===== src/brt_map.svh =====
// Purpose: Address map, field positions, reset values and counts of the BCD clock.
// Assumes: Included by the package and by every design file that needs a constant.
// Notes: Definitions only.
`ifndef BRT_MAP_SVH
`define BRT_MAP_SVH
`define BRT_SLAVE_ADDR 7'h68
`define BRT_A_SEC 6'h00
`define BRT_A_MIN 6'h01
`define BRT_A_HOUR 6'h02
`define BRT_A_DAY 6'h03
`define BRT_A_DATE 6'h04
`define BRT_A_MONTH 6'h05
`define BRT_A_YEAR 6'h06
`define BRT_A_CTRL 6'h07
`define BRT_A_RAM 6'h08
`define BRT_A_LAST 6'h3F
`define BRT_PTR_STEP 6'h01
`define BRT_RAM_DEPTH 56
`define BRT_TK_REGS 7
`define BRT_B_HALT 7
`define BRT_B_H12 6
`define BRT_B_PM 5
`define BRT_B_OUT 7
`define BRT_B_WAVE_EN 4
`define BRT_RS_HI 1
`define BRT_RS_LO 0
`define BRT_RS_1HZ 2'h0
`define BRT_RS_4K 2'h1
`define BRT_RS_8K 2'h2
`define BRT_RS_32K 2'h3
`define BRT_M_WIDE 8'hFF
`define BRT_M_MIN 8'h7F
`define BRT_M_DAY 8'h07
`define BRT_M_DATE 8'h3F
`define BRT_M_MONTH 8'h1F
`define BRT_M_CTRL 8'h93
`define BRT_RST_SEC 8'h80
`define BRT_RST_CTRL 8'h03
`define BRT_RST_PINS 12'h333
`define BRT_I_SCL 0
`define BRT_I_SDA 1
`define BRT_I_OSC 2
`define BRT_I_PF 3
`define BRT_NSYNC 4
`define BRT_NBITS 4'h8
`define BRT_BIT_STEP 4'h1
`define BRT_DIV_W 15
`define BRT_DIV_STEP 15'h0001
`define BRT_DIV_LAST 15'h7FFF
`define BRT_DIV_1HZ 14
`define BRT_DIV_4K 2
`define BRT_DIV_8K 1
`define BRT_BCD_NINE 4'h9
`define BRT_BCD_STEP 4'h1
`define BRT_BCD_00 8'h00
`define BRT_BCD_01 8'h01
`define BRT_BCD_07 8'h07
`define BRT_BCD_11 8'h11
`define BRT_BCD_12 8'h12
`define BRT_BCD_23 8'h23
`define BRT_BCD_28 8'h28
`define BRT_BCD_29 8'h29
`define BRT_BCD_30 8'h30
`define BRT_BCD_31 8'h31
`define BRT_BCD_59 8'h59
`define BRT_BCD_99 8'h99
`define BRT_FEB 8'h02
`define BRT_APR 8'h04
`define BRT_JUN 8'h06
`define BRT_SEP 8'h09
`define BRT_NOV 8'h11
`endif


===== src/brt_pkg.sv =====
// Purpose: Types shared by the BCD clock design.
// Assumes: brt_map.svh supplies the widths.
// Notes: All state of the system domain except the user memory and its read register is one packed struct.
`include "brt_map.svh"
package brt_pkg;
  typedef enum logic [2:0] {ST_IDLE, ST_ADDR, ST_ADDR_ACK, ST_WR_BYTE, ST_WR_ACK, ST_RD_BYTE, ST_RD_ACK} brt_state_e;
  typedef struct packed {
    logic [`BRT_NSYNC-1:0] sync1;
    logic [`BRT_NSYNC-1:0] sync2;
    logic [`BRT_NSYNC-1:0] dly;
    brt_state_e state;
    logic [3:0] bitcnt;
    logic [7:0] shreg;
    logic rw;
    logic first;
    logic go;
    logic [5:0] ptr;
    logic sda_oe;
    logic [`BRT_TK_REGS-1:0][7:0] tk;
    logic [`BRT_TK_REGS-1:0][7:0] shadow;
    logic [7:0] ctrl;
    logic [`BRT_DIV_W-1:0] div;
    logic sqw_oe;
  } brt_sys_s;
endpackage : brt_pkg


===== src/brt_ram.sv =====
// Purpose: General-purpose byte memory behind the clock registers.
// Assumes: Indices are already rebased to zero and stay below the depth.
// Notes: Read data come out of a register, one cycle after the index.
`timescale 1ns/1ns
`include "brt_map.svh"
module brt_ram (
  input wire logic clk_i,
  input wire logic wr_en_i,
  input wire logic [5:0] wr_idx_i,
  input wire logic [7:0] wr_data_i,
  input wire logic [5:0] rd_idx_i,
  output logic [7:0] rd_data_o
);
  logic [7:0] mem [0:`BRT_RAM_DEPTH-1];

  always_ff @(posedge clk_i) begin
    if (wr_en_i) begin
      mem[wr_idx_i] <= wr_data_i;
    end
    rd_data_o <= mem[rd_idx_i];
  end
endmodule : brt_ram


===== src/brt_rtc.sv =====
// Purpose: BCD clock and calendar with user RAM and square-wave pin, reached over a two-wire serial slave.
// Assumes: Bus pins, oscillator and power-fail level are asynchronous and are sampled on CLK_SYS_I.
// Notes: Open-drain pins only ever drive low; the enables carry the data.
`timescale 1ns/1ns
`include "brt_map.svh"
////////////////////////////////////////////////////////////////////////////////
module brt_rtc (
  input wire logic CLK_SYS_I,
  input wire logic SRST_I,
  input wire logic OSC_I,
  input wire logic POWER_FAIL_I,
  input wire logic SCL_I,
  input wire logic SDA_I,
  output logic SDA_O,
  output logic SDA_OE_O,
  output logic SQUARE_WAVE_PIN_O,
  output logic SQUARE_WAVE_PIN_OE_O
);
  import brt_pkg::*;

  brt_sys_s r_r;
  brt_sys_s r_nxt;
  logic wr_en;
  logic tick;
  logic hc;
  logic rb;
  logic lvl;
  logic [8:0] s;
  logic [7:0] hv;
  logic [7:0] rd_byte;
  logic [7:0] ram_rdata;
  logic [5:0] ram_idx;
  logic scl_rise;
  logic scl_fall;
  logic start_det;
  logic stop_det;
  logic pfail;
  logic osc_edge;
  logic halted;

  function automatic logic [7:0] bcd_inc(input logic [7:0] v);
    if (v[3:0] == `BRT_BCD_NINE) begin
      bcd_inc = {v[7:4] + `BRT_BCD_STEP, 4'h0};
    end else begin
      bcd_inc = {v[7:4], v[3:0] + `BRT_BCD_STEP};
    end
  endfunction : bcd_inc
  // Returns the carry above the next value.
  function automatic logic [8:0] bcd_step(input logic [7:0] v, input logic [7:0] last, input logic [7:0] first);
    bcd_step = (v == last) ? {1'b1, first} : {1'b0, bcd_inc(v)};
  endfunction : bcd_step
  function automatic logic [7:0] last_date(input logic [7:0] m, input logic [7:0] y);
    if (m == `BRT_FEB) begin
      last_date = (!y[0] && (y[1] == y[4])) ? `BRT_BCD_29 : `BRT_BCD_28;
    end else if (m == `BRT_APR || m == `BRT_JUN || m == `BRT_SEP || m == `BRT_NOV) begin
      last_date = `BRT_BCD_30;
    end else begin
      last_date = `BRT_BCD_31;
    end
  endfunction : last_date
  function automatic logic [7:0] wr_mask(input logic [5:0] a);
    unique case (a)
      `BRT_A_MIN, `BRT_A_HOUR: wr_mask = `BRT_M_MIN;
      `BRT_A_DAY: wr_mask = `BRT_M_DAY;
      `BRT_A_DATE: wr_mask = `BRT_M_DATE;
      `BRT_A_MONTH: wr_mask = `BRT_M_MONTH;
      `BRT_A_CTRL: wr_mask = `BRT_M_CTRL;
      default: wr_mask = `BRT_M_WIDE;
    endcase
  endfunction : wr_mask
  ////////////////////////////////////////////////////////////////////////////////
  // Events seen on the synchronised pins; the first sync stage is never read here.
  assign scl_rise = r_r.sync2[`BRT_I_SCL] && !r_r.dly[`BRT_I_SCL];
  assign scl_fall = !r_r.sync2[`BRT_I_SCL] && r_r.dly[`BRT_I_SCL];
  assign start_det = r_r.sync2[`BRT_I_SCL] && r_r.dly[`BRT_I_SCL] && r_r.dly[`BRT_I_SDA] && !r_r.sync2[`BRT_I_SDA];
  assign stop_det = r_r.sync2[`BRT_I_SCL] && r_r.dly[`BRT_I_SCL] && !r_r.dly[`BRT_I_SDA] && r_r.sync2[`BRT_I_SDA];
  assign pfail = r_r.sync2[`BRT_I_PF];
  assign osc_edge = r_r.sync2[`BRT_I_OSC] && !r_r.dly[`BRT_I_OSC];
  assign halted = r_r.tk[`BRT_A_SEC][`BRT_B_HALT];
  assign ram_idx = (r_r.ptr < `BRT_A_RAM) ? 6'h00 : 6'(r_r.ptr - `BRT_A_RAM);

  brt_ram u_ram (
    .clk_i(CLK_SYS_I),
    .wr_en_i(wr_en && (r_r.ptr >= `BRT_A_RAM)),
    .wr_idx_i(ram_idx),
    .wr_data_i(r_r.shreg),
    .rd_idx_i(ram_idx),
    .rd_data_o(ram_rdata)
  );

  ////////////////////////////////////////////////////////////////////////////////
  always_comb begin
    r_nxt = r_r;
    wr_en = 1'b0;
    tick = 1'b0;
    hc = 1'b0;
    rb = 1'b0;
    lvl = 1'b0;
    s = '0;
    hv = '0;
    r_nxt.sync1 = {POWER_FAIL_I, OSC_I, SDA_I, SCL_I};
    r_nxt.sync2 = r_r.sync1;
    r_nxt.dly = r_r.sync2;
    if (r_r.ptr < `BRT_A_CTRL) begin
      rd_byte = r_r.shadow[r_r.ptr[2:0]];
    end else if (r_r.ptr == `BRT_A_CTRL) begin
      rd_byte = r_r.ctrl;
    end else begin
      rd_byte = ram_rdata;
    end
    // Serial slave.
    if (pfail) begin
      r_nxt.state = ST_IDLE;
      r_nxt.sda_oe = 1'b0;
      r_nxt.ptr = `BRT_A_SEC;
      r_nxt.bitcnt = '0;
    end else if (start_det) begin
      r_nxt.state = ST_ADDR;
      r_nxt.bitcnt = '0;
      r_nxt.sda_oe = 1'b0;
      r_nxt.shadow = r_r.tk;
    end else if (stop_det) begin
      r_nxt.state = ST_IDLE;
      r_nxt.sda_oe = 1'b0;
    end else begin
      unique case (r_r.state)
        ST_IDLE: begin
          r_nxt.state = ST_IDLE;
        end
        ST_ADDR, ST_WR_BYTE: begin
          if (scl_rise) begin
            r_nxt.shreg = {r_r.shreg[6:0], r_r.sync2[`BRT_I_SDA]};
            r_nxt.bitcnt = r_r.bitcnt + `BRT_BIT_STEP;
          end else if (scl_fall && r_r.bitcnt == `BRT_NBITS) begin
            r_nxt.bitcnt = '0;
            if (r_r.state == ST_ADDR) begin
              if (r_r.shreg[7:1] == `BRT_SLAVE_ADDR) begin
                r_nxt.sda_oe = 1'b1;
                r_nxt.rw = r_r.shreg[0];
                r_nxt.state = ST_ADDR_ACK;
              end else begin
                r_nxt.state = ST_IDLE;
              end
            end else begin
              r_nxt.sda_oe = 1'b1;
              r_nxt.state = ST_WR_ACK;
              if (r_r.first) begin
                r_nxt.ptr = r_r.shreg[5:0];
                r_nxt.first = 1'b0;
              end else begin
                wr_en = 1'b1;
                r_nxt.ptr = r_r.ptr + `BRT_PTR_STEP;
              end
            end
          end
        end
        ST_ADDR_ACK: begin
          if (scl_fall) begin
            r_nxt.sda_oe = 1'b0;
            if (r_r.rw) begin
              r_nxt.shreg = rd_byte;
              r_nxt.sda_oe = !rd_byte[7];
              r_nxt.state = ST_RD_BYTE;
            end else begin
              r_nxt.first = 1'b1;
              r_nxt.state = ST_WR_BYTE;
            end
          end
        end
        ST_WR_ACK: begin
          if (scl_fall) begin
            r_nxt.sda_oe = 1'b0;
            r_nxt.state = ST_WR_BYTE;
          end
        end
        ST_RD_BYTE: begin
          if (scl_rise) begin
            r_nxt.bitcnt = r_r.bitcnt + `BRT_BIT_STEP;
          end else if (scl_fall) begin
            if (r_r.bitcnt == `BRT_NBITS) begin
              r_nxt.sda_oe = 1'b0;
              r_nxt.bitcnt = '0;
              r_nxt.go = 1'b0;
              r_nxt.ptr = r_r.ptr + `BRT_PTR_STEP;
              r_nxt.state = ST_RD_ACK;
            end else begin
              r_nxt.shreg = {r_r.shreg[6:0], 1'b0};
              r_nxt.sda_oe = !r_r.shreg[6];
            end
          end
        end
        ST_RD_ACK: begin
          if (scl_rise) begin
            if (r_r.sync2[`BRT_I_SDA]) begin
              r_nxt.state = ST_IDLE;
            end else begin
              r_nxt.go = 1'b1;
            end
          end else if (scl_fall && r_r.go) begin
            r_nxt.shreg = rd_byte;
            r_nxt.sda_oe = !rd_byte[7];
            r_nxt.go = 1'b0;
            r_nxt.state = ST_RD_BYTE;
          end
        end
      endcase
    end
    // Divider: the second ends as its top bit falls.
    if (osc_edge && !halted) begin
      r_nxt.div = r_r.div + `BRT_DIV_STEP;
      tick = (r_r.div == `BRT_DIV_LAST);
    end
    if (tick) begin
      s = bcd_step({1'b0, r_r.tk[`BRT_A_SEC][6:0]}, `BRT_BCD_59, `BRT_BCD_00);
      r_nxt.tk[`BRT_A_SEC][6:0] = s[6:0];
      if (s[8]) begin
        s = bcd_step(r_r.tk[`BRT_A_MIN], `BRT_BCD_59, `BRT_BCD_00);
        r_nxt.tk[`BRT_A_MIN] = s[7:0];
        if (s[8]) begin
          if (r_r.tk[`BRT_A_HOUR][`BRT_B_H12]) begin
            hv = {3'h0, r_r.tk[`BRT_A_HOUR][4:0]};
            if (hv == `BRT_BCD_11) begin
              r_nxt.tk[`BRT_A_HOUR][`BRT_B_PM] = !r_r.tk[`BRT_A_HOUR][`BRT_B_PM];
              hc = r_r.tk[`BRT_A_HOUR][`BRT_B_PM];
              hv = `BRT_BCD_12;
            end else if (hv == `BRT_BCD_12) begin
              hv = `BRT_BCD_01;
            end else begin
              hv = bcd_inc(hv);
            end
            r_nxt.tk[`BRT_A_HOUR][4:0] = hv[4:0];
          end else begin
            s = bcd_step({2'h0, r_r.tk[`BRT_A_HOUR][5:0]}, `BRT_BCD_23, `BRT_BCD_00);
            r_nxt.tk[`BRT_A_HOUR][5:0] = s[5:0];
            hc = s[8];
          end
          if (hc) begin
            s = bcd_step(r_r.tk[`BRT_A_DAY], `BRT_BCD_07, `BRT_BCD_01);
            r_nxt.tk[`BRT_A_DAY] = s[7:0];
            s = bcd_step(r_r.tk[`BRT_A_DATE], last_date(r_r.tk[`BRT_A_MONTH], r_r.tk[`BRT_A_YEAR]), `BRT_BCD_01);
            r_nxt.tk[`BRT_A_DATE] = s[7:0];
            if (s[8]) begin
              s = bcd_step(r_r.tk[`BRT_A_MONTH], `BRT_BCD_12, `BRT_BCD_01);
              r_nxt.tk[`BRT_A_MONTH] = s[7:0];
              if (s[8]) begin
                s = bcd_step(r_r.tk[`BRT_A_YEAR], `BRT_BCD_99, `BRT_BCD_00);
                r_nxt.tk[`BRT_A_YEAR] = s[7:0];
              end
            end
          end
        end
      end
    end
    // Writes land after counting, so a write beats a tick in the same cycle.
    if (wr_en && r_r.ptr < `BRT_A_CTRL) begin
      r_nxt.tk[r_r.ptr[2:0]] = r_r.shreg & wr_mask(r_r.ptr);
      if (r_r.ptr == `BRT_A_SEC) begin
        r_nxt.div = '0;
      end
    end
    if (wr_en && r_r.ptr == `BRT_A_CTRL) begin
      r_nxt.ctrl = r_r.shreg & wr_mask(r_r.ptr);
    end
    // Square-wave pin.
    unique case (r_r.ctrl[`BRT_RS_HI:`BRT_RS_LO])
      `BRT_RS_1HZ: rb = r_r.div[`BRT_DIV_1HZ];
      `BRT_RS_4K: rb = r_r.div[`BRT_DIV_4K];
      `BRT_RS_8K: rb = r_r.div[`BRT_DIV_8K];
      `BRT_RS_32K: rb = r_r.dly[`BRT_I_OSC] && !halted;
    endcase
    lvl = r_r.ctrl[`BRT_B_WAVE_EN] ? rb : r_r.ctrl[`BRT_B_OUT];
    r_nxt.sqw_oe = !lvl;
  end

  always_ff @(posedge CLK_SYS_I) begin
    if (SRST_I) begin
      r_r <= '0;
      r_r.state <= ST_IDLE;
      {r_r.sync1, r_r.sync2, r_r.dly} <= `BRT_RST_PINS;
      r_r.tk[`BRT_A_SEC] <= `BRT_RST_SEC;
      r_r.tk[`BRT_A_DAY] <= `BRT_BCD_01;
      r_r.tk[`BRT_A_DATE] <= `BRT_BCD_01;
      r_r.tk[`BRT_A_MONTH] <= `BRT_BCD_01;
      r_r.ctrl <= `BRT_RST_CTRL;
    end else begin
      r_r <= r_nxt;
    end
  end

  assign SDA_O = 1'b0;
  assign SDA_OE_O = r_r.sda_oe;
  assign SQUARE_WAVE_PIN_O = 1'b0;
  assign SQUARE_WAVE_PIN_OE_O = r_r.sqw_oe;

  ////////////////////////////////////////////////////////////////////////////////
  property p_ptr_wrap;
    @(posedge CLK_SYS_I) disable iff (SRST_I)
    (wr_en && r_r.ptr == `BRT_A_LAST) |=> (r_r.ptr == `BRT_A_SEC);
  endproperty
  a_ptr_wrap: assert property (p_ptr_wrap) else $error("pointer did not wrap to zero");
  property p_halt_hold;
    @(posedge CLK_SYS_I) disable iff (SRST_I)
    (halted && !wr_en) |=> $stable(r_r.div);
  endproperty
  a_halt_hold: assert property (p_halt_hold) else $error("divider moved while halted");
  property p_div_reset;
    @(posedge CLK_SYS_I) disable iff (SRST_I)
    (wr_en && r_r.ptr == `BRT_A_SEC) |=> (r_r.div == '0);
  endproperty
  a_div_reset: assert property (p_div_reset) else $error("divider not cleared by seconds write");
  property p_tick_fall;
    @(posedge CLK_SYS_I) disable iff (SRST_I)
    (tick && !wr_en) |=> $fell(r_r.div[`BRT_DIV_1HZ]);
  endproperty
  a_tick_fall: assert property (p_tick_fall) else $error("second advanced off the falling edge");
  property p_shadow;
    @(posedge CLK_SYS_I) disable iff (SRST_I)
    (start_det && !pfail) |=> (r_r.shadow == $past(r_r.tk));
  endproperty
  a_shadow: assert property (p_shadow) else $error("shadow not loaded at start");
  property p_pfail;
    @(posedge CLK_SYS_I) disable iff (SRST_I)
    pfail |=> (r_r.state == ST_IDLE && r_r.ptr == `BRT_A_SEC && !SDA_OE_O);
  endproperty
  a_pfail: assert property (p_pfail) else $error("bus not aborted on power fail");
  property p_static_out;
    @(posedge CLK_SYS_I) disable iff (SRST_I)
    !r_r.ctrl[`BRT_B_WAVE_EN] |=> (SQUARE_WAVE_PIN_OE_O == !$past(r_r.ctrl[`BRT_B_OUT]));
  endproperty
  a_static_out: assert property (p_static_out) else $error("pin does not follow level bit");
  property p_weekday;
    @(posedge CLK_SYS_I) disable iff (SRST_I)
    (tick && hc && !wr_en && r_r.tk[`BRT_A_DAY] == `BRT_BCD_07) |=> (r_r.tk[`BRT_A_DAY] == `BRT_BCD_01);
  endproperty
  a_weekday: assert property (p_weekday) else $error("weekday did not return to one");
  property p_zero_bits;
    @(posedge CLK_SYS_I) disable iff (SRST_I)
    ((r_r.tk[`BRT_A_DAY] & ~`BRT_M_DAY) == '0) && ((r_r.ctrl & ~`BRT_M_CTRL) == '0);
  endproperty
  a_zero_bits: assert property (p_zero_bits) else $error("unused bit is set");
endmodule : brt_rtc


===== config.mk =====
export PLATFORM = sky130hd
export DESIGN_NAME = brt_rtc
export DESIGN_NICKNAME = d
export VERILOG_FILES = /design/src/brt_pkg.sv /design/src/brt_ram.sv /design/src/brt_rtc.sv
export VERILOG_INCLUDE_DIRS = /design/src
export SDC_FILE = /design/constraint.sdc
export NUM_CORES = 1
export LEC_CHECK = 0
export BUFFER_PORTS_ARGS = -buffer_cell sky130_fd_sc_hd__buf_2
export CAP_MARGIN = 10
export CORE_MARGIN = 10
export CORE_UTILIZATION = 45
export CTS_BUF_LIST = sky130_fd_sc_hd__clkbuf_8 sky130_fd_sc_hd__clkbuf_16
export DETAILED_ROUTE_END_ITERATION = 10
export GPL_TIMING_DRIVEN = 0
export PLACE_DENSITY = 0.62
export RECOVER_POWER = 100
export SYNTH_ARGS = -nofsm -noshare
export SYNTH_HDL_FRONTEND = slang
export SYNTH_HIERARCHICAL = 1
export SYNTH_SLANG_ARGS = --single-unit

===== constraint.sdc =====
create_clock -name CLK_SYS_I -period 3.22 [get_ports CLK_SYS_I]
set_input_delay 0.322 -clock CLK_SYS_I [delete_from_list [all_inputs] [get_ports CLK_SYS_I]]
set_output_delay 0.322 -clock CLK_SYS_I [all_outputs]
set_load 0.01 [all_outputs]

# ---- Word-level counts from Yosys, hierarchy flattened
# Memory sizes are Yosys's and may differ from the RTL's. A register that Yosys moved wholly into a read port is not among the register bits.
# Index checks and enable logic that the tools add are counted.
dict set report totals {
  ff_bits 172
  ram_bits 448
  out_inout_bits 4
  word_cells 325
  mem_count 1
}
dict set report op_classes {
  n_addsub 19
  n_lt_le_gt_ge 5
  eq_ne 70
  mux 139
  n_bitwise 6
  n_reduce_logical 54
}
# memory words width rd rd_ports_with_merged_regs write_ports line_no
set memory_table {}
lappend memory_table {u_ram.mem 56 8 1 1 1 brt_ram.sv:14} ;# logic [7:0] mem [0:`BRT_RAM_DEPTH-1];
# op count
set op_table {}
lappend op_table {{2-to-1 mux 8 bit} 40}
lappend op_table {{2-to-1 mux 32 bit} 4}
lappend op_table {{2-to-1 mux 15 bit} 4}
lappend op_table {{bitwise mux 56 bit} 1}
lappend op_table {{2-to-1 mux 56 bit} 1}
lappend op_table {{adder 4 x 1 -> 4 bit (second input constant)} 13}
lappend op_table {{2-to-1 mux 7 bit} 7}
lappend op_table {{2-to-1 mux 9 bit} 5}
lappend op_table {{AND reduction 9 bit} 5}
lappend op_table {{one-hot mux 8 bit (5 select lines)} 1}
lappend op_table {{2-to-1 mux 1 bit} 38}
lappend op_table {{== test 4 bit (second input constant)} 8}
lappend op_table {{one-hot mux 8 bit (4 select lines)} 1}
lappend op_table {{2-to-1 mux 6 bit} 5}
lappend op_table {{2-to-1 mux 14 bit} 2}
lappend op_table {{inequality test 2 bit (second input constant)} 14}
lappend op_table {{inequality test 4 bit (second input constant)} 7}
lappend op_table {{2-to-1 mux 3 bit} 9}
lappend op_table {{2-to-1 mux 5 bit} 5}
lappend op_table {{binary-select mux 8 bit (select 3 bit)} 1}
lappend op_table {{demux 8 bit (select 3 bit)} 1}
lappend op_table {{== test 8 x 3 -> 1 bit (second input constant)} 3}
lappend op_table {{2-to-1 mux 21 bit} 1}
lappend op_table {{inequality test 3 bit (second input constant)} 7}
lappend op_table {{59 further kinds} 110}

# ---- Depth between registers and ports, before layout
dict set report depth {
  word_depth 32
  mapped_depth 13
  mapped_depth_nobuf 10
}

# ---- Modules after synthesis
# Netlist, hierarchy kept.
# module n_inst cells_per_inst area_per_inst_um2
set modules_own_cells {}
lappend modules_own_cells {brt_ram 1 858 17899.7}
lappend modules_own_cells {brt_rtc 1 1262 9674.3}

# ---- Worst setup path after synthesis
# OpenSTA, ideal clock, no wires.
dict set report synth_path {
  path_kind {reg-to-reg}
  start {register r_r[154] (netlist bit)}
  end {memory u_ram.mem[26][0] (enable)}
  t_arrival_ns 2.763
  required_ns 2.837
  path_slack_ns 0.074
  path_stages_with_launch 10
  path_buffers 0
  period_less_slack_ns 3.146
  path_cell_list {dfxtp_1 -> inv_1 -> ha_1 -> nand3b_1 -> nor4b_1 -> nand2_1 -> a21oi_1 -> and3b_1 -> nand3_1 -> nor3_1}
}
dict set report synth_via {
  elab_chain_len 11
}
# element line_no
set synth_lines {}
lappend synth_lines {{start, declared} brt_rtc.sv:21} ;# brt_sys_s r_r;
lappend synth_lines {{start signal, assigned} brt_rtc.sv:286} ;# r_r <= r_nxt;
lappend synth_lines {{== test 4 bit (no line)} --}
lappend synth_lines {{logical AND 1 bit (no line)} --}
lappend synth_lines {{2-to-1 mux 1 bit} brt_rtc.sv:134} ;# end else if (scl_fall && r_r.bitcnt == `BRT_NBITS) begin
lappend synth_lines {{2-to-1 mux 1 bit} brt_rtc.sv:131} ;# if (scl_rise) begin
lappend synth_lines {{2-to-1 mux 1 bit} brt_rtc.sv:126} ;# unique case (r_r.state)
lappend synth_lines {{2-to-1 mux 1 bit} brt_rtc.sv:122} ;# end else if (stop_det) begin
lappend synth_lines {{2-to-1 mux 1 bit} brt_rtc.sv:117} ;# end else if (start_det) begin
lappend synth_lines {{2-to-1 mux 1 bit} brt_rtc.sv:112} ;# if (pfail) begin
lappend synth_lines {{logical AND 1 bit} brt_rtc.sv:84} ;# .wr_en_i(wr_en && (r_r.ptr >= `BRT_A_RAM)),
lappend synth_lines {{2-to-1 mux 1 bit} brt_ram.sv:17} ;# if (wr_en_i) begin
lappend synth_lines {{2-to-1 mux 1 bit (not written as such)} brt_ram.sv:18} ;# mem[wr_idx_i] <= wr_data_i;
lappend synth_lines {{end, declared} brt_ram.sv:14}
# Every way passes these cells.

# ---- Worst setup path in the final report
dict set report layout_path {
  start {register r_r[141] (netlist bit)}
  end {register u_ram.rd_data_o[4], read port of u_ram.mem}
}
dict set report layout_via {
  elab_chain_len 2
  word_cells_on_any_way 3
  classes_between {1 x add/sub; 1 x order compare; 1 x mux}
}
# element line_no
set layout_lines {}
lappend layout_lines {{< comparator 6 x 4 -> 1 bit (no line)} --}
lappend layout_lines {{2-to-1 mux 6 bit} brt_rtc.sv:80} ;# assign ram_idx = (r_r.ptr < `BRT_A_RAM) ? 6'h00 : 6'(r_r.ptr - `BRT_A_RAM);
lappend layout_lines {{named net ram_idx[3]} brt_rtc.sv:32} ;# logic [5:0] ram_idx;
lappend layout_lines {{end, declared} brt_ram.sv:12} ;# output logic [7:0] rd_data_o
# The timed path passes the listed nets, and every way through them passes these cells.
# A chain may end at the register's enable or synchronous reset.

==> metrics.csv <==
stage,metric,value,unit
worst_setup_path,cp-end-kind,register,
route,drt_iter0_drc,2013,
pwr,clockPowerShare,48.2,%
pwr,intPower,0.01325,W
worst_setup_path,reg2regPathDepth,9,
yosys,syn_area,27570,um2
cts,h-tree-depth,3,
finish,areaGrowthSynthToFinish,17.33,%
global_routing,grt_pass1_vias,18130,
yosys,synth_edf_count,448,
placed_design,routabilityCongestion,0.9309,
timing,worstMarginPinSlew,2041,ps
timing,finalCritPeriodShare,100.2,%
finish,final_common_cell,edfxtp_1,
timing,slew_headroom,-36.09,%
floorplan,start_util,45.60,%
cts,root_buffer,clkbuf_16,
hold_path,min_path_type,primary input to register,
floorplan,core_area,60470,um2
pwr,power_frac_comb,0.8,%
placed_design,dp_hpwl,50610,um
timing,fin_ws,-8.032,ps
placed_design,dp.cells,2920,
route,dr_total_vias,18870,
timing,finalSetupTns,-8.032,ps
pwr,leakagePower,9.231,nW
yosys,syn_avg_cell_area,13.01,um2
cts,cts_tree,built,
worst_setup_path,worst_ep_arrival_time,3770,ps
finish,final_nets,2293,
route,viasPerCell,6.109,
pwr,power.density,519.2,nW/um2
finish,utilization,53.50,%
yosys,synthArstFlopShare,0,%
finish,instances_no_fill,3089,
timing,period_needed,3228,ps
hold_path,min_to,r_r[120],
worst_setup_path,critical_path_class,register to register,
placed_design,port_buffers,7,
cts,cts_sinks,628,
placed_design,place_area,28820,um2
pwr,p_switching,0.003544,W
cts,cts.clk_slew.worst_paths,60,ps
global_routing,antenna_found_initial,1,
cts,clock_path_buffers,3,
pwr,sequentialPowerShare,51.0,%
route,finalWirelength,75730,um
status,violations,"capacitance limit, slew limit, setup timing",
floorplan,fp-row-count,90,
floorplan,num_io_pins,10,
global_routing,grt_pass1_wl,113600,um
route,drt_first_pass_iters,8,
timing,setup_viol,1,
finish,final_cell_mix,"edfxtp_1 (448), nand2_1 (225), dfxtp_1 (176), nor2_1 (128), a21oi_1 (107)",
yosys,ys_warn_count,6,
worst_setup_path,regToRegStartpoint,r_r[141],
finish,drive_gt1_share,18.34,%
yosys,synth-seq-area-share,61.86,%
route,wire_per_inst,24.52,um
timing,slew_violations,149,
cts,cts_made_buffers,70,
yosys,synth_cells,2120,
worst_setup_path,critPathMaxFanout,9,
hold_path,hold_depth,3,
pwr,max-vdd-ir-drop,0.3516,mV
route,drc,0,
timing,fin_skew,51.46,ps
cts,insertion_delay,640,ps
route,detail-route-antenna-nets,0,
floorplan,die_h,267.5,um
worst_setup_path,crit_required,3770,ps
floorplan,die_width,267.5,um
worst_setup_path,r2r_slack,-8,ps
pwr,sw_frac_of_total,21.10,%
yosys,synth_seq_cells,628,
global_routing,overflow,0,
flow_run,maxCapViolCount,4,
timing,max_freq,309.8,MHz
global_routing,grtUsageTotal,20.98,%
hold_path,holdCritStartpoint,SRST_I,
timing,hold_viol_final,0,
finish,antenna_cells,0,
yosys,synthFlopType,edfxtp_1,
status,outcome,"complete, but fails checks",
finish,stdcell_area,32350,um2
global_routing,grt_max_degree,48,
yosys,synth_cell_types,90,
worst_setup_path,startpoint_type,register,
worst_setup_path,r2r-end,u_ram/rd_data_o[4],
floorplan,dieArea,71580,um2
-- power by group through the flow --
| stage | Clock (W) | Sequential (W) | Combinational (W) |
|---|---|---|---|
| after detailed placement | 0 | 0.00873 | 0.000129 |
| after CTS | 0.00821 | 0.00856 | 0.000137 |
| after global placement | 0 | 0.00873 | 0.000128 |
| final | 0.00810 | 0.00856 | 0.000137 |
| after global routing | 0.00857 | 0.00856 | 0.000147 |
| after floorplan | 0 | 0.00873 | 0.0000774 |
-- what timing repair did --
action                                 CTS  global route
resized for setup                      151            40
setup buffers                           24            14
pin swaps                               19             9
setup endpoints to repair              525           416
hold buffers                             4             0
endpoints found under the hold margin    4             0
-- area by class of cell --
cell class                      count  area (um2)
Fill cell                        4927       28120
Sequential cell                   628       17060
Multi-Input combinational cell   1317       10380
Clock buffer                       72        1779
Tap cell                          782       978.4
Buffer                            128       710.7
Timing Repair Buffer               59       676.9
Clock inverter                     57       593.1
Inverter                           46       175.2
-- cells by family after synthesis --
logic type | share of synthesized area (%)
AO/OA/AOI/OAI | 9.202
XOR/XNOR | 0.8259
adder cells (fa/ha/maj) | 1.679
buffers and inverters | 3.095
flip-flops | 61.86
multiplexers | 11.69
other | 0.01360
AND/OR/NAND/NOR | 11.63
-- worst max path at each step --
stage	start	end	slack [ps]	depth (start not counted)
after global placement	r_r[154]	u_ram/mem[26][2]	-1700	9
after detailed placement	r_r[161]	u_ram/mem[21][2]	-1290	9
after CTS	r_r[154]	u_ram/mem[42][5]	-30	11
after global routing	r_r[154]	u_ram/mem[42][5]	-40	12
after floorplan	r_r[154]	u_ram/mem[26][0]	70	9
final	r_r[141]	u_ram/rd_data_o[4]	-8	9
-- stage by stage --
stage	total power, W	hold WS [ps]	setup WS (ps)
after floorplan	0.008806	389.5	74.00
after global placement	0.008858	401.9	-1704
after detailed placement	0.008859	400.3	-1286
after CTS	0.01691	72.41	-33.23
after global routing	0.01727	184.4	-44.66
final	0.01680	156.0	-8.032
-- critical path, cell delays in order, from the launching register on --
cell and delay [ps]:
dfxtp_2 410, nor2_1 80, nor2_2 500, clkbuf_1 510, nor2b_1 200, clkbuf_1 400
o2bb2ai_1 270, nor4_4 100, o32ai_1 450, a32o_1 230
-- cell usage after synthesis (all sizes together) (18+ instances only) --
master  instances  share of area (%)
a211oi         34               0.93
a21oi         108                2.0
a311oi         19               0.67
buf            41                1.2
clkbuf         89                1.3
dfxtp         180                 13
edfxtp        448                 49
ha             37                1.7
inv            45               0.61
mux2i          87                3.2
mux4           95                8.0
nand2         229                3.1
nand2b         22               0.50
nand3          50               0.91
nand4          21               0.48
nor2          189                2.6
nor2b          27               0.61
nor3           37               0.67
o21ai          74                1.3
or3            18               0.41
-- registers in the layout, summed over array words and instances (netlist names), named ones only --
name,count
u_ram/rd_data_o,8
r_nxt,7
u_ram/mem,448
SQUARE_WAVE_PIN_OE_O,1
r_r,159
SDA_OE_O,1
pfail,1
-- per-layer routing --
metal  vias up  wire [um]  GRT usage [%]
met1      9592      33470          30.29
li1       8350          -              -
met3       133       6151          3.751
met4         2       1942          6.901
met2       794      34150          31.58
met5         -         13              0
Power figures use the tool's default switching activity.
